## src/design/hpsr_defines.svh

```systemverilog
`ifndef HPSR_DEFINES_SVH
`define HPSR_DEFINES_SVH

// Setup request types
`define HPSR_RT_GET_PORT     8'hA3
`define HPSR_RT_GET_HUB      8'hA0
`define HPSR_RT_HUB_FEATURE  8'h20

// Class request codes
`define HPSR_REQ_GET_STATUS  8'h00
`define HPSR_REQ_CLEAR_FEAT  8'h01
`define HPSR_REQ_SET_FEAT    8'h03

// Hub change feature selectors
`define HPSR_FS_C_LOCAL_PWR  16'h0000
`define HPSR_FS_C_OVER_CUR   16'h0001

// Data stage length of every status request
`define HPSR_STATUS_LEN      16'h0004
`define HPSR_LAST_BYTE       2'h3

// Hub change word bit positions
`define HPSR_HC_LOCAL_PWR    0
`define HPSR_HC_OVER_CUR     1

// Port status word bit positions
`define HPSR_PS_CONNECT      0
`define HPSR_PS_ENABLE       1
`define HPSR_PS_SUSPEND      2
`define HPSR_PS_OVER_CUR     3
`define HPSR_PS_RESET        4
`define HPSR_PS_POWER        8
`define HPSR_PS_LOW_SPEED    9
`define HPSR_PS_HIGH_SPEED   10

// Port change positions that shadow a port status bit
`define HPSR_PC_MASK         16'h001F

// Reset values
`define HPSR_HUB_CHANGE_RST  2'h0
`define HPSR_WORD_RST        32'h0000_0000

`endif

```

## src/design/hpsr_pkg.sv

```systemverilog
package hpsr_pkg;

	typedef enum logic [1:0]
	{
		HPSR_ST_IDLE = 2'b00,
		HPSR_ST_SEND = 2'b01
	} hpsr_state_t;

endpackage

```

## src/design/hpsr_sync.sv

```systemverilog
`timescale 1ns/100ps

// Two-flop level synchroniser with a change pulse on the settled side
module hpsr_sync
(
	input  wire logic ref_clk,
	input  wire logic rst,
	input  wire logic async_in,
	output logic      sync_out,
	output logic      change_pulse
);

	logic meta_r;
	logic sync_r;
	logic prev_r;

	always_ff @(posedge ref_clk)
	begin
		if (rst)
		begin
			meta_r <= 1'b0;
			sync_r <= 1'b0;
			prev_r <= 1'b0;
		end
		else
		begin
			meta_r <= async_in;
			sync_r <= meta_r;
			prev_r <= sync_r;
		end
	end

	assign sync_out     = sync_r;
	assign change_pulse = sync_r ^ prev_r;

endmodule

```

## src/design/hpsr_top.sv

```systemverilog
// Function
// - Hub change bit 0 sets on local power change, clears on bus reset.
// - Hub change bit 1 sets on hub over-current change only when PER_PORT_OC is 0, clears on bus reset.
// - Reserved hub change bits 2-15 and port status bits 5-7 read zero.
// - Setting hub change bits for diagnostics optional; else Request Error.
// - ClearHubFeature on a set hub change bit clears it.
// - Setting a set feature or clearing a clear one succeeds, no change.
// - Port status request is A3h GET_STATUS, wValue 0, wIndex port, four bytes.
// - Port status word sent first, port change word second.
// - Request Error for bad wValue, bad wLength or missing port.
// - Port change bits sit at the same positions as their status bits.
// - Port status bit 0 shows a device connected.
// - Port status bit 1 shows port enabled; host alone enables.
// - Bit 2 shows suspend or resume; suspended port gets no downstream traffic.
// - With per-port over-current, bit 3 shows port over-current.
// - Bit 4 set from reset request until hub ends reset signalling.
// - Bit 8 shows logical port power state.
// - Bit 9 shows speed class, only meaningful while a device is attached.
// - Bit 9 reads 1 for low-speed, 0 for full or high speed.
// - Bit 10 reads 0 for full-speed and 1 for high-speed.
`timescale 1ns/100ps
`include "hpsr_defines.svh"

module hpsr_top
	import hpsr_pkg::*;
#(
	parameter int NUM_PORTS   = 4,
	parameter bit SET_DIAG_EN = 1'b1,
	parameter bit PER_PORT_OC = 1'b1
)
(
	input  wire logic                   ref_clk,
	input  wire logic                   rst,
	input  wire logic                   bus_reset,
	input  wire logic                   setup_valid,
	input  wire logic [7:0]             setup_req_type,
	input  wire logic [7:0]             setup_request,
	input  wire logic [15:0]            setup_value,
	input  wire logic [15:0]            setup_index,
	input  wire logic [15:0]            setup_length,
	input  wire logic                   tx_ready,
	input  wire logic                   local_power_lost,
	input  wire logic                   hub_over_current,
	input  wire logic [NUM_PORTS-1:0]   port_connect,
	input  wire logic [NUM_PORTS-1:0]   port_enable,
	input  wire logic [NUM_PORTS-1:0]   port_suspend,
	input  wire logic [NUM_PORTS-1:0]   port_over_current,
	input  wire logic [NUM_PORTS-1:0]   port_reset,
	input  wire logic [NUM_PORTS-1:0]   port_power,
	input  wire logic [NUM_PORTS-1:0]   port_low_speed,
	input  wire logic [NUM_PORTS-1:0]   port_high_speed,
	input  wire logic [16*NUM_PORTS-1:0] port_change,
	output logic                        tx_valid,
	output logic [7:0]                  tx_data,
	output logic                        tx_last,
	output logic                        req_done,
	output logic                        req_error,
	output logic                        busy,
	output logic [15:0]                 hub_change_flags,
	output logic [NUM_PORTS-1:0]        port_forward_en
);

	localparam int PW = (NUM_PORTS > 1) ? $clog2(NUM_PORTS) : 1;

	hpsr_state_t          state_r;
	hpsr_state_t          state_nxt;
	logic [1:0]           hub_change_r;
	logic [1:0]           hub_change_nxt;
	logic [31:0]          tx_word_r;
	logic [1:0]           tx_cnt_r;
	logic                 tx_valid_r;
	logic                 req_done_r;
	logic                 req_error_r;
	logic                 tx_last_r;
	logic                 busy_r;
	logic [NUM_PORTS-1:0] fwd_en_r;

	logic                 lp_sync;
	logic                 lp_change;
	logic                 oc_sync;
	logic                 oc_change;

	wire logic [15:0]     port_stat_w [0:NUM_PORTS-1];
	wire logic [15:0]     port_chg_w  [0:NUM_PORTS-1];

	// Hub-level inputs come from pins
	hpsr_sync u_sync_lp
	(
		.ref_clk      (ref_clk),
		.rst          (rst),
		.async_in     (local_power_lost),
		.sync_out     (lp_sync),
		.change_pulse (lp_change)
	);

	hpsr_sync u_sync_oc
	(
		.ref_clk      (ref_clk),
		.rst          (rst),
		.async_in     (hub_over_current),
		.sync_out     (oc_sync),
		.change_pulse (oc_change)
	);

	// Per-port status and change words
	genvar p;
	generate
		for (p = 0; p < NUM_PORTS; p++)
		begin : g_port
			assign port_stat_w[p][`HPSR_PS_CONNECT]   = port_connect[p];
			assign port_stat_w[p][`HPSR_PS_ENABLE]    = port_enable[p];
			assign port_stat_w[p][`HPSR_PS_SUSPEND]   = port_suspend[p];
			assign port_stat_w[p][`HPSR_PS_OVER_CUR]  = PER_PORT_OC & port_over_current[p];
			assign port_stat_w[p][`HPSR_PS_RESET]     = port_reset[p];
			assign port_stat_w[p][7:5]                = 3'h0;
			assign port_stat_w[p][`HPSR_PS_POWER]     = port_power[p];
			assign port_stat_w[p][`HPSR_PS_LOW_SPEED] = port_connect[p] & port_low_speed[p];
			assign port_stat_w[p][`HPSR_PS_HIGH_SPEED] = port_connect[p] & ~port_low_speed[p]
				& port_high_speed[p];
			assign port_stat_w[p][15:11]              = 5'h00;
			assign port_chg_w[p] = port_change[16*p +: 16] & `HPSR_PC_MASK;
		end
	endgenerate

	// Request decode
	wire logic is_get_port  = (setup_req_type == `HPSR_RT_GET_PORT)
		&& (setup_request == `HPSR_REQ_GET_STATUS);
	wire logic is_get_hub   = (setup_req_type == `HPSR_RT_GET_HUB)
		&& (setup_request == `HPSR_REQ_GET_STATUS);
	wire logic is_clr_hub   = (setup_req_type == `HPSR_RT_HUB_FEATURE)
		&& (setup_request == `HPSR_REQ_CLEAR_FEAT);
	wire logic is_set_hub   = (setup_req_type == `HPSR_RT_HUB_FEATURE)
		&& (setup_request == `HPSR_REQ_SET_FEAT);
	wire logic fs_lp        = (setup_value == `HPSR_FS_C_LOCAL_PWR);
	wire logic fs_oc        = (setup_value == `HPSR_FS_C_OVER_CUR);
	wire logic fs_known     = fs_lp || fs_oc;
	wire logic len_ok       = (setup_length == `HPSR_STATUS_LEN);
	wire logic val_zero     = (setup_value == 16'h0000);
	wire logic idx_zero     = (setup_index == 16'h0000);
	wire logic feat_len_ok  = (setup_length == 16'h0000);

	wire logic port_ok      = !idx_zero && (setup_index <= 16'(NUM_PORTS));
	wire logic [15:0] idx_m1 = setup_index - 16'h0001;
	wire logic [PW-1:0] port_sel = port_ok ? idx_m1[PW-1:0] : '0;

	wire logic accept       = setup_valid && (state_r == HPSR_ST_IDLE);

	wire logic get_port_ok  = is_get_port && val_zero && len_ok && port_ok;
	wire logic get_hub_ok   = is_get_hub && val_zero && idx_zero && len_ok;
	wire logic clr_ok       = is_clr_hub && fs_known && idx_zero && feat_len_ok;
	wire logic set_ok       = SET_DIAG_EN && is_set_hub && fs_known && idx_zero
		&& feat_len_ok;
	wire logic req_ok       = get_port_ok || get_hub_ok || clr_ok || set_ok;

	wire logic [15:0] hub_status_w = {14'h0000, ~PER_PORT_OC & oc_sync, lp_sync};

	// status word first, change word second
	wire logic [31:0] port_word_w = {port_chg_w[port_sel], port_stat_w[port_sel]};
	wire logic [31:0] hub_word_w  = {14'h0000, hub_change_r, hub_status_w};
	wire logic [31:0] load_word_w = get_port_ok ? port_word_w : hub_word_w;
	wire logic start_send   = accept && (get_port_ok || get_hub_ok);
	wire logic byte_taken   = tx_valid_r && tx_ready;
	wire logic last_taken   = byte_taken && (tx_cnt_r == `HPSR_LAST_BYTE);

	// Hub change flags: events win over a ClearHubFeature clear in the same cycle
	always_comb
	begin
		hub_change_nxt = hub_change_r;
		if (accept && clr_ok)
		begin
			if (fs_lp)
				hub_change_nxt[`HPSR_HC_LOCAL_PWR] = 1'b0;
			if (fs_oc)
				hub_change_nxt[`HPSR_HC_OVER_CUR] = 1'b0;
		end
		if (accept && set_ok)
		begin
			if (fs_lp)
				hub_change_nxt[`HPSR_HC_LOCAL_PWR] = 1'b1;
			if (fs_oc)
				hub_change_nxt[`HPSR_HC_OVER_CUR] = 1'b1;
		end
		if (lp_change)
			hub_change_nxt[`HPSR_HC_LOCAL_PWR] = 1'b1;
		if (oc_change && !PER_PORT_OC)
			hub_change_nxt[`HPSR_HC_OVER_CUR] = 1'b1;
	end

	always_comb
	begin
		state_nxt = state_r;
		case (state_r)
			HPSR_ST_IDLE:
				if (start_send)
					state_nxt = HPSR_ST_SEND;
			HPSR_ST_SEND:
				if (last_taken)
					state_nxt = HPSR_ST_IDLE;
			default:
				state_nxt = HPSR_ST_IDLE;
		endcase
	end

	always_ff @(posedge ref_clk)
	begin
		if (rst || bus_reset)
			hub_change_r <= `HPSR_HUB_CHANGE_RST;
		else
			hub_change_r <= hub_change_nxt;
	end

	always_ff @(posedge ref_clk)
	begin
		if (rst || bus_reset)
		begin
			state_r <= HPSR_ST_IDLE;
			busy_r  <= 1'b0;
		end
		else
		begin
			state_r <= state_nxt;
			busy_r  <= (state_nxt != HPSR_ST_IDLE);
		end
	end

	always_ff @(posedge ref_clk)
	begin
		if (rst || bus_reset)
		begin
			tx_word_r  <= `HPSR_WORD_RST;
			tx_cnt_r   <= 2'h0;
			tx_valid_r <= 1'b0;
			tx_last_r  <= 1'b0;
		end
		else if (start_send)
		begin
			tx_word_r  <= load_word_w;
			tx_cnt_r   <= 2'h0;
			tx_valid_r <= 1'b1;
			tx_last_r  <= 1'b0;
		end
		else if (byte_taken)
		begin
			tx_word_r  <= {8'h00, tx_word_r[31:8]};
			tx_cnt_r   <= tx_cnt_r + 2'h1;
			tx_valid_r <= !last_taken;
			// Flags the fourth byte as it comes up
			tx_last_r  <= (tx_cnt_r == 2'h2);
		end
	end

	// One-cycle completion and error pulses
	always_ff @(posedge ref_clk)
	begin
		if (rst || bus_reset)
		begin
			req_done_r  <= 1'b0;
			req_error_r <= 1'b0;
		end
		else
		begin
			req_done_r  <= (accept && (clr_ok || set_ok)) || last_taken;
			req_error_r <= accept && !req_ok;
		end
	end

	// no downstream traffic to suspended port
	always_ff @(posedge ref_clk)
	begin
		if (rst)
			fwd_en_r <= '0;
		else
			fwd_en_r <= port_enable & ~port_suspend;
	end

	assign tx_valid         = tx_valid_r;
	assign tx_data          = tx_word_r[7:0];
	assign tx_last          = tx_last_r;
	assign req_done         = req_done_r;
	assign req_error        = req_error_r;
	assign busy             = busy_r;
	assign hub_change_flags = {14'h0000, hub_change_r};
	assign port_forward_en  = fwd_en_r;

endmodule

```

## config.mk

```make
export PLATFORM = sky130hd
export DESIGN_NAME = hpsr_top
export DESIGN_NICKNAME = d
export VERILOG_FILES = /design/src/design/hpsr_pkg.sv /design/src/design/hpsr_sync.sv /design/src/design/hpsr_top.sv
export VERILOG_INCLUDE_DIRS = /design/src /design/src/design
export SDC_FILE = /design/constraint.sdc
export NUM_CORES = 1
export LEC_CHECK = 0
export ABC_CLOCK_PERIOD_IN_PS = 2810
export BUFFER_PORTS_ARGS = -buffer_cell sky130_fd_sc_hd__buf_2
export CAP_MARGIN = 20
export CORE_ASPECT_RATIO = 2
export CORE_MARGIN = 2
export CORE_UTILIZATION = 39
export DETAILED_ROUTE_END_ITERATION = 10
export PLACE_DENSITY = 0.83
export SYNTH_ARGS = -nofsm -noshare
export SYNTH_HDL_FRONTEND = slang
export SYNTH_SLANG_ARGS = --single-unit
```

## constraint.sdc

```tcl
create_clock -name ref_clk -period 2.81 [get_ports ref_clk]
set_input_delay 0.4215 -clock ref_clk [delete_from_list [all_inputs] [get_ports ref_clk]]
set_output_delay 0.4215 -clock ref_clk [all_outputs]
set_load 0.01 [all_outputs]
```

**Word level (Yosys, flattened, before mapping)**

Cells that the tools add are included.

- Logic and storage cells: 112
- Flip-flop bits (word level): 50
- Input port bits: 167

- Mux-type cells: 22
- Bitwise operators: 20
- Equality and inequality tests: 10
- Add/subtract/negate cells: 2
- Reductions and logical operators: 43
- Magnitude comparators: 2

Operators with widths:

| operator | count |
|---|---|
| two-way mux 32 bit | 3 |
| binary-select mux 16 bit (select 2 bit) | 2 |
| two-way mux 16 bit | 4 |
| zero test 16 bit | 3 |
| logical AND 1 bit | 25 |
| == test 16 x 1 -> 1 bit (second input constant) | 1 |
| == test 16 x 3 -> 1 bit (second input constant) | 1 |
| == test 8 bit (second input constant) | 2 |
| less-or-equal comparator 16 x 3 -> 1 bit (second input constant) | 1 |
| AND 1 bit | 12 |
| two-way mux 2 bit | 5 |
| == test 8 x 1 -> 1 bit (second input constant) | 1 |
| == test 8 x 2 -> 1 bit (second input constant) | 1 |
| == test 8 x 6 -> 1 bit (second input constant) | 1 |
| zero test 8 bit | 1 |
| logical OR 1 bit | 7 |
| two-way mux 1 bit | 7 |
| AND 4 bit | 1 |
| == test 2 bit (second input constant) | 2 |
| inverter 1 bit | 4 |
| inverter 4 bit | 1 |
| case mux 2 bit (2 select lines) | 1 |
| nonzero test 2 bit | 2 |
| greater-or-equal comparator 3 bit (second input constant) | 1 |
| other kinds (8) | 10 |

**Logic depth before layout (Yosys ltp)**

Gate-level depths: netlist of run 1.

- Word-level depth: 10
- Depth in mapped cells: 10
- Depth with buffers taken out: 8

**Modules after synthesis**

From an unflattened synthesis of run 1, not the netlist that was laid out.

- Cells, all modules: 279
- Area total of the unflattened synthesis: 2373.5 µm²

By module, submodules not included:

| module | times used | cells an instance | area each (µm²) |
|---|---|---|---|
| hpsr_top | 1 | 272 | 2285.9 |
| hpsr_sync | 1 | 7 | 87.6 |

**Worst setup path after synthesis of run 1**

No wires, ideal clock.

- Kind: in2reg
- Start: in setup_index[0]
- End: reg tx_word_r[1]
- Slack: 0.212 ns
- Buffers on the path: 4
- Data required time: 2.686 ns
- Library setup time: 0.124 ns
- Stages on the path: 10
- Arrival: 2.474 ns
- Cells stage by stage: clkbuf_1 -> clkinv_1 -> ha_1 -> buf_2 -> buf_2 -> clkbuf_1 -> mux2i_1 -> nand3_1 -> o2111ai_1 -> a21oi_1

- Longest elaborated chain between the ends: 10
- Elaborated cells between the ends (all ways): 18

RTL lines:

| element | RTL line | source |
|---|---|---|
| start: declaration | hpsr_top.sv:39 | `input wire logic [15:0] setup_index,` |
| parallel branches: the longest is 10 deep, another holds less-or-equal comparator 16 x 3 -> 1 bit | - |  |
| end signal: assignment | hpsr_top.sv:230 | `` tx_word_r <= `HPSR_WORD_RST; `` |
| end signal: assignment | hpsr_top.sv:237 | `tx_word_r <= load_word_w;` |
| end signal: assignment | hpsr_top.sv:244 | `tx_word_r <= {8'h00, tx_word_r[31:8]};` |
| end: declaration | hpsr_top.sv:69 | `logic [31:0] tx_word_r;` |

Parallel ways; which one is timed is not known. The select of a mux whose other input is x is not followed.
A chain may end at the register's enable or synchronous reset.

**Worst setup path after layout of run 1**

- Start: in setup_value[9]
- End: reg tx_word_r[3]

- Longest elaborated chain between the ends: 7
- Elaborated cells between the ends (all ways): 12

RTL lines:

| element | RTL line | source |
|---|---|---|
| start: declaration | hpsr_top.sv:38 | `input wire logic [15:0] setup_value,` |
| zero test 16 bit * | hpsr_top.sv:138 | `wire logic val_zero = (setup_value == 16'h0000);` |
| logical AND 1 bit, on equally long branches (3 in a row) | hpsr_top.sv:148, hpsr_top.sv:149 |  |
| logical OR 1 bit | hpsr_top.sv:161 | `wire logic start_send = accept && (get_port_ok \|\| get_hub_ok);` |
| logical AND 1 bit | hpsr_top.sv:161 |  |
| two-way mux 32 bit or nonzero test 2 bit (tied branches) | - |  |

Mark *: on every way between the ends. The rest lies on a longest branch, timed or not.

==> metrics.md, run 1 <==
| Metric | Value |
|---|---|
| Worst Setup SP | `setup_value[9]` |
| Startpoint Class | `input port` |
| Clock Root Buffer | `clkbuf_16` |
| Setup bufs post-CTS | `0` |
| Largest net degree at the start of global routing | `26` |
| Seq/Total Area, Yosys | `27.05%` |
| CP endpoint | `tx_word_r[3]` |
| Core ar. | `6006 µm²` |
| Critical path capture point type | `register` |
| Htree depth | `2` |
| Worst path arrival time | `2.43 ns` |
| Wire per inst | `15.02 µm` |
| Initial Util | `40.67%` |
| Fin crit share | `78.83%` |
| First DRT Iteration DRCs | `119` |
| Reg2Reg Depth | `6` |
| Final TNS setup | `0 ns` |
| WHS Path Cells | `2` |
| Final instance area | `3214 µm²` |
| First-pass GRT wire length | `11150 µm` |
| Slew HR | `50.18%` |
| Syn_area_per_cell | `8.279 µm²` |
| Dpl cell area | `3024 µm²` |
| Vias in the first global route | `2507` |
| Worst r2r src | `state_r[0]` |
| DR vias | `2720` |
| Hold slack | `0.3182 ns` |
| Fillcell total | `575` |
| DR vias/cell | `5.597` |
| Maximum VDD drop | `0.3356 mV` |
| Clock tree sinks | `33` |
| Fin. max-slew vios | `0` |
| Routed WL | `7301 µm` |
| Area Growth Syn to Fin | `31.61%` |
| Drt pass-1 iters | `4` |
| Antenna diode count | `0` |
| Required time of the worst setup path | `3.02 ns` |
| PD cells | `437.9 nW/µm²` |
| RSZ-0062 raised after global routing | `no` |
| Share of layout cells above drive strength 1 | `42.08%` |
| EDFF count, synth | `0` |
| Clock network latency to the later pin of the worst-skew pair | `0.28 ns` |
| Synth cell types | `63` |
| Worst hold path type | `in -> reg` |
| Outcome | `complete, no violations` |
| Die Y | `115.9 µm` |
| R2r setup slk | `0.92 ns` |
| Leakage | `1.463 nW` |
| Final hold vios | `0` |
| DP HPWL | `6025 µm` |
| Initial antenna violation count | `0` |
| Main synth FF type | `dfxtp_1` |
| Worst reg2reg path endpoint | `tx_word_r[17]` |
| GPL Wtd Cong | `0.8814` |
| Tmin final | `2.215 ns` |
| Final Setup Violations | `0` |
| Worst-path clk slew | `0.06 ns` |
| DRC | `0` |
| Post-Syn Area | `2442 µm²` |
| Cts-stage hold buffer count | `0` |
| Gate Count Post-Synth | `295` |
| GRT Util Overall | `21.30%` |
| FF+latch count, synth | `33` |
| Yosys warning count | `0` |
| CP Max Fanout | `10` |
| Critical path class | `in -> reg` |
| Die area | `6950 µm²` |
| GRT overflow | `0` |
| Post-CTS resize count | `0` |
| Max Buffers Root-to-Sink | `2` |
| Async SR Flop Fraction | `0%` |
| Total Nets Final | `592` |
| Post-DRT Antenna Nets | `0` |
| Number of cell rows | `40` |
| CTS Buf Count | `5` |
| CTS tree | `built` |
| Clock skew | `0.005671 ns` |
| Port Buffers | `137` |
| I/O pins | `200` |
| MaxCap Viol Count | `0` |
| Fmax | `451.4 MHz` |
| Least-Margin Pin Slew | `0.7445 ns` |
| Total power | `0.001408 W` |
| Die W | `59.96 µm` |
per-layer routing:
metal | share of wire [%] | track usage, %
met5 | 0 | 0
met4 | 2.4 | 11.11
met3 | 8.0 | 3.237
met2 | 56 | 40.80
met1 | 33 | 20.49
critical path: stages:
cell and delay (ns):
buf_2 0.10, nor4_2 0.27, nand4_1 0.21, nor4_2 0.50
and4_1 0.50, o2111ai_1 0.23, a21oi_1 0.18
Yosys cell counts, types with 8 or more instances:
master	instances	area (µm²)
mux2i_1	11	110.1
nand3_1	14	70.07
nand2_1	26	97.59
o21ai_0	20	100.1
nor2_1	11	41.29
buf_4	24	180.2
nor4_1	12	75.07
o2111ai_1	8	70.07
dfxtp_1	33	660.6
a21oi_1	18	90.09
and2b_2	8	70.07
where the power goes:
group	total [W]	leakage [nW]	internal [W]	switching, W
clock network	0.000706	0.0938	0.000506	0.000200
registers	0.000476	0.267	0.000474	0.00000232
logic	0.000226	1.10	0.000111	0.000115
layout by cell type, fill, tap and decap left out, types with 3 or more instances in the layout:
cell type	synthesis	layout
nor4_2	7	7
mux2i_1	11	11
buf_4	24	7
nand4_1	6	6
o21ai_0	20	20
a21oi_1	18	18
nor3_1	7	7
nor2_1	11	11
o31ai_1	7	7
clkbuf_16	0	5
nand3_1	14	14
o2111ai_1	8	8
nor4_1	12	12
conb_1	1	18
nand3b_1	3	3
and2b_2	8	8
nand2_1	26	26
and2_1	3	3
buf_2	4	137
dfxtp_1	33	33
inv_1	4	4
nor2b_1	4	4
a211oi_1	3	3
ha_1	3	3
nor3b_1	5	5
flip-flops by register name (all words and copies together) (netlist names), named ones only:
| signal | count |
|---|---|
| u_sync_lp.prev_r | 1 |
| tx_valid | 1 |
| hub_change_r | 1 |
| tx_last | 1 |
| tx_cnt_r | 2 |
| busy | 1 |
| state_r | 2 |
| u_sync_lp.sync_out | 1 |
| req_done | 1 |
| u_sync_lp.meta_r | 1 |
| tx_word_r | 15 |
| port_forward_en | 4 |
| req_error | 1 |
layout make-up:
class	count	area (µm²)	area share [%]
Inverter	5	18.77	0.5839
Clock buffer	5	125.1	3.893
Multi-Input combinational cell	233	1528	47.53
Sequential cell	33	660.6	20.55
Tap cell	63	78.83	2.452
Timing Repair Buffer	144	738.2	22.97
Clock inverter	3	65.06	2.024
worst min path at each step:
stage	from	to	slack, ns
after floorplan	u_sync_lp.meta_r	u_sync_lp.sync_out	0.41
after global placement	state_r[1]	state_r[0]	0.43
after detailed placement	u_sync_lp.meta_r	u_sync_lp.sync_out	0.44
after CTS	port_suspend[3]	port_forward_en[3]	0.31
after global routing	port_suspend[3]	port_forward_en[3]	0.33
final	port_suspend[3]	port_forward_en[3]	0.32
per-stage QoR:
| step | util, % | instances | worst slack (ns) |
|---|---|---|---|
| 3_5_place_dp | 50.35 | 478 | 0.2820 |
| 2_1_floorplan | - | 312 | 0.2122 |
| 3_3_place_gp | 50.35 | 478 | 0.3603 |
| 5_1_grt | 53.52 | 486 | 0.3763 |
| 6_report | 53.52 | 486 | 0.5948 |
| 4_1_cts | 53.52 | 486 | 0.5648 |
cells by family (layout without fill, tap and decap cells):
| logic type | after synthesis | count (layout) | synth area share, % |
|---|---|---|---|
| multiplexers | 12 | 12 | 4.969 |
| adder cells (fa/ha/maj) | 3 | 3 | 1.537 |
| XOR/XNOR | 3 | 3 | 1.076 |
| buffers and inverters | 46 | 157 | 13.01 |
| AND/OR/NAND/NOR | 124 | 124 | 32.63 |
| other | 1 | 18 | 0.1535 |
| AO/OA/AOI/OAI | 73 | 73 | 19.57 |
| flip-flops | 33 | 33 | 27.05 |
Note: power is estimated with default switching activity, not from simulation.
==> run 2, diff against run 1 <==
--- a/config.mk
+++ b/config.mk
@@ -6,7 +6,7 @@
 export SDC_FILE = /design/constraint.sdc
 export NUM_CORES = 1
 export LEC_CHECK = 0
-export ABC_CLOCK_PERIOD_IN_PS = 2810
+export ABC_CLOCK_PERIOD_IN_PS = 2100
 export BUFFER_PORTS_ARGS = -buffer_cell sky130_fd_sc_hd__buf_2
 export CAP_MARGIN = 20
 export CORE_ASPECT_RATIO = 2
==> constraint.sdc (replaced) <==
create_clock -name ref_clk -period 2.1 [get_ports ref_clk]
set_input_delay 0.315 -clock ref_clk [delete_from_list [all_inputs] [get_ports ref_clk]]
set_output_delay 0.315 -clock ref_clk [all_outputs]
set_load 0.01 [all_outputs]
==> run 2 against run 1 <==
Total power is 18% higher. Sequential cell count unchanged. Sequential share of layout area decreased by 0.67 points. Final area rose by 3.4%. Hold slack got worse by 0.11 ns. Count of clock-buffer cells in the layout stayed put. Critical path type unchanged. Largest power group unchanged.
==> metrics.md, run 2 (same netlist as run 1, synthesis figures left out) <==
| Metric | Value |
|---|---|
| Outcome | `complete, no violations (unchanged)` |
| MaxCap Viol Count | `0 (unchanged)` |
| Fin. max-slew vios | `0 (unchanged)` |
| Number of cell rows | `40 (unchanged)` |
| Die W | `59.96 µm (unchanged)` |
| CP endpoint | `tx_word_r[8] (was tx_word_r[3])` |
| Worst hold path type | `in -> reg (unchanged)` |
| Largest reg by FF count | `tx_word_r (unchanged)` |
| Clock network latency to the later pin of the worst-skew pair | `0.28 ns (about the same)` |
| DR vias/cell | `5.586 (was 5.597)` |
| Critical path capture point type | `register (unchanged)` |
| Maximum VDD drop | `0.2764 mV (was 0.3356 mV)` |
| Total Nets Final | `603 (was 592)` |
| Reg2Reg Depth | `7 (was 6)` |
| Worst path arrival time | `2.16 ns (was 2.43 ns)` |
| Commonest cells after routing, fill and taps aside | `137 x buf_2, 33 x dfxtp_1, 26 x nand2_1, 20 x o21ai_0 (unchanged)` |
| DP HPWL | `6097 µm (was 6025 µm)` |
| Setup bufs post-CTS | `0 (unchanged)` |
| GRT overflow | `0 (unchanged)` |
| Share of layout cells above drive strength 1 | `44.24% (was 42.08%)` |
| Max Buffers Root-to-Sink | `2 (unchanged)` |
| Vias in the first global route | `2569 (was 2507)` |
| Crit-path cells | `buf_2 > inv_1 > ha_4 > or3b_1 > a21o_1 > a211oi_4 > and2_1 > buf_4 > o31ai_1 > a21oi_1 (was buf_2 > nor4_2 > nand4_1 > nor4_2 > and4_1 > o2111ai_1 > a21oi_1)` |
| Worst path slowest cell | `or3b_1 (was nor4_2)` |
| Htree depth | `2 (unchanged)` |
| Area Growth Syn to Fin | `36.07% (was 31.61%)` |
| Slew HR | `65.35% (was 50.18%)` |
| PD cells | `501.5 nW/µm² (was 437.9 nW/µm²)` |
| Largest net degree at the start of global routing | `24 (was 26)` |
| Setup ws final | `0.1340 ns (was 0.5948 ns)` |
| Final Setup Violations | `0 (unchanged)` |
| CP Depth | `10 (was 7)` |
| Post-DRT Antenna Nets | `0 (unchanged)` |
| Core ar. | `6006 µm² (unchanged)` |
| Startpoint Class | `input port (unchanged)` |
| CTS tree | `built (unchanged)` |
| Die Y | `115.9 µm (unchanged)` |
| Post-CTS resize count | `0 (unchanged)` |
| Antenna diode count | `0 (unchanged)` |
| Worst-path clk slew | `0.06 ns (about the same)` |
| DR vias | `2776 (was 2720)` |
| Max FFs per register | `15 (unchanged)` |
| First-pass GRT wire length | `11540 µm (was 11150 µm)` |
| Fmax | `508.6 MHz` |
| Die area | `6950 µm² (unchanged)` |
| R2r setup slk | `0.41 ns (was 0.92 ns)` |
| Hold slack | `0.2102 ns (was 0.3182 ns)` |
| GRT Util Overall | `21.76% (was 21.30%)` |
| Commonest non-fill, non-tap cell in the layout | `buf_2 (unchanged)` |
| Crit-path max cell delay | `0.34 ns (was 0.50 ns)` |
| Worst r2r src | `state_r[0] (unchanged)` |
| DRC | `0 (unchanged)` |
| Routed WL | `7296 µm (was 7301 µm)` |
| Required time of the worst setup path | `2.30 ns (was 3.02 ns)` |
| Dpl ws | `-0.1357 ns (was 0.2820 ns)` |
| CTS Buf Count | `5 (unchanged)` |
| Tmin final | `1.966 ns` |
| Critical path class | `in -> reg (unchanged)` |
| Worst Setup SP | `setup_index[1] (was setup_value[9])` |
| Wire per inst | `14.68 µm (was 15.02 µm)` |
| Clock skew | `0.004890 ns (was 0.005671 ns)` |
| Fin crit share | `93.62%` |
| GPL Wtd Cong | `0.8683 (was 0.8814)` |
| RSZ-0062 raised after global routing | `no (unchanged)` |
| Delay-heaviest family, CP | `compound AO/OA/AOI/OAI gates (was simple AND/OR/NAND/NOR gates)` |
| First DRT Iteration DRCs | `168 (was 119)` |
| Leakage | `1.520 nW (was 1.463 nW)` |
| Port Buffers | `137 (unchanged)` |
| Initial antenna violation count | `0 (unchanged)` |
| CP Max Fanout | `7 (was 10)` |
| Buf/Inv on CP | `3 (was 1)` |
| Fillcell total | `555 (was 575)` |
| Clock Root Buffer | `clkbuf_16 (unchanged)` |
| Worst reg2reg path endpoint | `tx_word_r[8] (was tx_word_r[17])` |
| Cts-stage hold buffer count | `0 (unchanged)` |
| Drt pass-1 iters | `4 (unchanged)` |
| I/O pins | `200 (unchanged)` |
| Final hold vios | `0 (unchanged)` |
| Least-Margin Pin Slew | `0.5197 ns (was 0.7445 ns)` |
| Initial Util | `40.67% (unchanged)` |
| Clock tree sinks | `33 (unchanged)` |
[run 2: worst min path at each step]
stage	from	end	cells past startpoint
after CTS	port_suspend[1]	port_forward_en[1]	2
after floorplan	port_suspend[0]	port_forward_en[0]	1
after detailed placement	tx_word_r[20]	tx_word_r[12]	2
after global placement	state_r[1]	state_r[0]	1
after global routing	port_suspend[1]	port_forward_en[1]	2
final	port_suspend[1]	port_forward_en[1]	2
[run 2: final cells by class]
| cell class | instances | area, µm² | share of cell area [%] |
|---|---|---|---|
| clock buffer | 5 | 125.1 | 3.765 |
| clock inverter | 3 | 17.52 | 0.5271 |
| inverter | 5 | 31.28 | 0.9413 |
| multi-input combinational | 233 | 1564 | 47.06 |
| sequential | 33 | 660.6 | 19.88 |
| tap | 63 | 78.83 | 2.372 |
| timing repair buffer | 155 | 845.8 | 25.45 |
[run 2: metal layers]
metal	part of all wire, %	global-route usage (%)	vias up	wire (µm)
met1	34	21.38	1252	2503
met3	8.2	4.018	14	600
met4	2.7	8.444	0	199
met5	0	0	-	0
li1	-	-	1341	-
met2	55	42.17	169	3992
[run 2: power by group]
| group | total [W] | switching, W | internal (W) |
|---|---|---|---|
| Combinational | 0.000326 | 0.000161 | 0.000165 |
| Clock | 0.000704 | 0.000270 | 0.000434 |
| Sequential | 0.000637 | 0.00000297 | 0.000634 |
[run 2: per-stage QoR]
| step | instances | cell area, µm² | setup TNS (ns) | util [%] | power (W) |
|---|---|---|---|---|---|
| after CTS | 497 | 3307 | 0 | 55.06 | 0.001674 |
| after global placement | 489 | 3164 | -0.7451 | 52.69 | 0.0009659 |
| after global routing | 497 | 3323 | 0 | 55.33 | 0.001734 |
| final | 497 | 3323 | 0 | 55.33 | 0.001667 |
| after detailed placement | 489 | 3164 | -1.286 | 52.69 | 0.0009734 |
| after floorplan | 312 | 2550 | 0 | - | 0.0008244 |
[run 2: worst reg2reg max path, stage by stage, from the launching register on]
cell     delay, ns
dfxtp_1       0.31
nor3b_1       0.27
nand2_1       0.13
nor4_4        0.23
and2_1        0.24
buf_4         0.17
o31ai_1       0.09
a21oi_1       0.17
==> run 3, diff against run 2 <==
--- a/config.mk
+++ b/config.mk
@@ -7,13 +7,13 @@
 export NUM_CORES = 1
 export LEC_CHECK = 0
 export ABC_CLOCK_PERIOD_IN_PS = 2100
-export BUFFER_PORTS_ARGS = -buffer_cell sky130_fd_sc_hd__buf_2
 export CAP_MARGIN = 20
 export CORE_ASPECT_RATIO = 2
 export CORE_MARGIN = 2
-export CORE_UTILIZATION = 39
+export CORE_UTILIZATION = 45
 export DETAILED_ROUTE_END_ITERATION = 10
-export PLACE_DENSITY = 0.83
+export DONT_BUFFER_PORTS = 1
+export PLACE_DENSITY = 0.62
 export SYNTH_ARGS = -nofsm -noshare
 export SYNTH_HDL_FRONTEND = slang
 export SYNTH_SLANG_ARGS = --single-unit
==> run 3 against run 2 <==
Setup slack improved by 0.20 ns. Register-to-register slack improved by 0.06 ns. Sequential power about the same. Critical endpoint is now tx_word_r[0].
==> metrics.md, run 3 (same netlist as run 1, synthesis figures left out) <==
| Metric | Value |
|---|---|
| CP Max Fanout | `4 (was 7)` |
| CTS Buf Count | `5 (unchanged)` |
| CTS tree | `built (unchanged)` |
| Die area | `6069 µm² (was 6950 µm²)` |
| Fillcell total | `529 (was 555)` |
| Switching power | `0.0003264 W (was 0.0004340 W)` |
| Initial Util | `45.86% (was 40.67%)` |
| DR vias | `2194 (was 2776)` |
| Fmax | `566.0 MHz (was 508.6 MHz)` |
| Htree depth | `2 (unchanged)` |
| Dpl cell area | `2420 µm² (was 3164 µm²)` |
| Largest reg by FF count | `tx_word_r (unchanged)` |
| Routed WL | `6804 µm (was 7296 µm)` |
| Wire per inst | `19.27 µm (was 14.68 µm)` |
| DR vias/cell | `6.215 (was 5.586)` |
| Share of layout cells above drive strength 1 | `17.41% (was 44.24%)` |
| Critical path capture point type | `register (unchanged)` |
| Fin crit share | `84.14% (was 93.62%)` |
| First-pass GRT wire length | `10160 µm (was 11540 µm)` |
| Post-DRT Antenna Nets | `0 (unchanged)` |
| Total Nets Final | `462 (was 603)` |
| Antenna diode count | `0 (unchanged)` |
| Die W | `56.10 µm (was 59.96 µm)` |
| Clock tree sinks | `33 (unchanged)` |
| Commonest cells after routing, fill and taps aside | `33 x dfxtp_1, 26 x nand2_1, 20 x o21ai_0, 18 x a21oi_1, 18 x conb_1 (was 137 x buf_2, 33 x dfxtp_1, 26 x nand2_1, 20 x o21ai_0)` |
| Tmin final | `1.767 ns (was 1.966 ns)` |
| Required time of the worst setup path | `2.28 ns (was 2.30 ns)` |
| GPL Wtd Cong | `0.9095 (was 0.8683)` |
| Largest net degree at the start of global routing | `36 (was 24)` |
| Critical path class | `in -> reg (unchanged)` |
| Final TNS setup | `0 ns (unchanged)` |
| Port Buffers | `0 (was 137)` |
| Number of cell rows | `38 (was 40)` |
| DRC | `0 (unchanged)` |
| Fin. max-slew vios | `0 (unchanged)` |
| Outcome | `complete, no violations (unchanged)` |
| Combinational group share of total power | `11.5% (was 19.5%)` |
| Startpoint Class | `input port (unchanged)` |
| Worst hold path type | `in -> reg (unchanged)` |
| DP HPWL | `5606 µm (was 6097 µm)` |
| Post-CTS resize count | `0 (unchanged)` |
| Clock network latency to the later pin of the worst-skew pair | `0.29 ns (was 0.28 ns)` |
| Setup bufs post-CTS | `0 (unchanged)` |
| Worst-path clk slew | `0.07 ns (was 0.06 ns)` |
| Worst r2r src | `state_r[0] (unchanged)` |
| Final instance area | `2541 µm² (was 3323 µm²)` |
| Max FFs per register | `15 (unchanged)` |
| Dpl ws | `0.02672 ns (was -0.1357 ns)` |
| Hold EP | `port_forward_en[2] (was port_forward_en[1])` |
| Final Setup Violations | `0 (unchanged)` |
| Final hold vios | `0 (unchanged)` |
| Seq pwr share | `45.1% (was 38.2%)` |
| Vias in the first global route | `2146 (was 2569)` |
| Commonest non-fill, non-tap cell in the layout | `dfxtp_1 (was buf_2)` |
| I/O pins | `200 (unchanged)` |
| MaxCap Viol Count | `0 (unchanged)` |
| Leakage | `0.9116 nW (was 1.520 nW)` |
| GRT Util Overall | `21.58% (was 21.76%)` |
| Internal power | `0.001092 W (was 0.001233 W)` |
| Hold path start | `port_suspend[2] (was port_suspend[1])` |
| WHS Path Cells | `1 (was 2)` |
| Worst Setup SP | `setup_index[1] (unchanged)` |
| Max Buffers Root-to-Sink | `2 (unchanged)` |
| Clock Root Buffer | `clkbuf_8 (was clkbuf_16)` |
| Final Core Density | `47.72% (was 55.33%)` |
| Setup ws final | `0.3331 ns (was 0.1340 ns)` |
| Core ar. | `5325 µm² (was 6006 µm²)` |
| Clock skew | `0.005757 ns (was 0.004890 ns)` |
| Hold slack | `0.08682 ns (was 0.2102 ns)` |
| RSZ-0062 raised after global routing | `no (unchanged)` |
| Sw Ratio | `23.01% (was 26.04%)` |
| Worst path arrival time | `1.95 ns (was 2.16 ns)` |
| PD cells | `558.2 nW/µm² (was 501.5 nW/µm²)` |
| Drt pass-1 iters | `4 (unchanged)` |
| Maximum VDD drop | `0.4671 mV (was 0.2764 mV)` |
| Cts-stage hold buffer count | `0 (unchanged)` |
| Die Y | `108.2 µm (was 115.9 µm)` |
| Clock power frac | `43.4% (was 42.2%)` |
| Initial antenna violation count | `0 (unchanged)` |
| GRT overflow | `0 (unchanged)` |
| First DRT Iteration DRCs | `120 (was 168)` |
| Worst reg2reg path endpoint | `tx_word_r[4] (was tx_word_r[8])` |
| Area Growth Syn to Fin | `4.047% (was 36.07%)` |
| R2r setup slk | `0.47 ns (was 0.41 ns)` |
| Reg2Reg Depth | `7 (unchanged)` |
[run 3: worst max path at each step]
stage	end	cells past startpoint
floorplan	tx_word_r[16]	9
global placement	tx_word_r[0]	8
detailed placement	tx_word_r[0]	8
CTS	tx_word_r[4]	7
global route	tx_word_r[4]	9
finish	tx_word_r[0]	8
[run 3: final cells by class]
type                       instances  area (µm²)  share of cell area (%)
sequential                        33       660.6                   26.00
tap                               60       75.07                   2.954
multi-input combinational        233        1553                   61.10
timing repair buffer              14       105.1                   4.136
clock buffer                       7       86.33                   3.397
clock inverter                     1       30.03                   1.182
inverter                           5       31.28                   1.231
[run 3: layer usage]
metal	wire, µm	part of all wire, %	vias to the layer above	track usage, %
met1	2448	36	998	21.96
li1	-	-	1048	-
met4	256	3.8	0	11.39
met3	759	11	13	7.416
met2	3340	49	135	38.15
met5	0	0	-	0
[run 3: worst max-delay path, cell delays in order]
cell and delay (ns):
inv_1 0.08, ha_4 0.14, or3b_1 0.36, a21o_1 0.17, a211oi_2 0.32, and4_1 0.27
o311ai_1 0.11, and3_1 0.19
[run 3: power by group through the flow]
stage / Clock (W) / Sequential, W / Combinational, W
final: 0.000616 / 0.000639 / 0.000163
after global placement: 0 / 0.000653 / 0.000157
after global routing: 0.000652 / 0.000640 / 0.000178
after CTS: 0.000628 / 0.000639 / 0.000162
after detailed placement: 0 / 0.000654 / 0.000161
after floorplan: 0 / 0.000652 / 0.000172
[run 3: metrics by stage]
step | power, W | cells
floorplan | 0.0008244 | 312
finish | 0.001418 | 353
global placement | 0.0008105 | 345
global route | 0.001470 | 353
detailed placement | 0.0008145 | 345
CTS | 0.001429 | 353
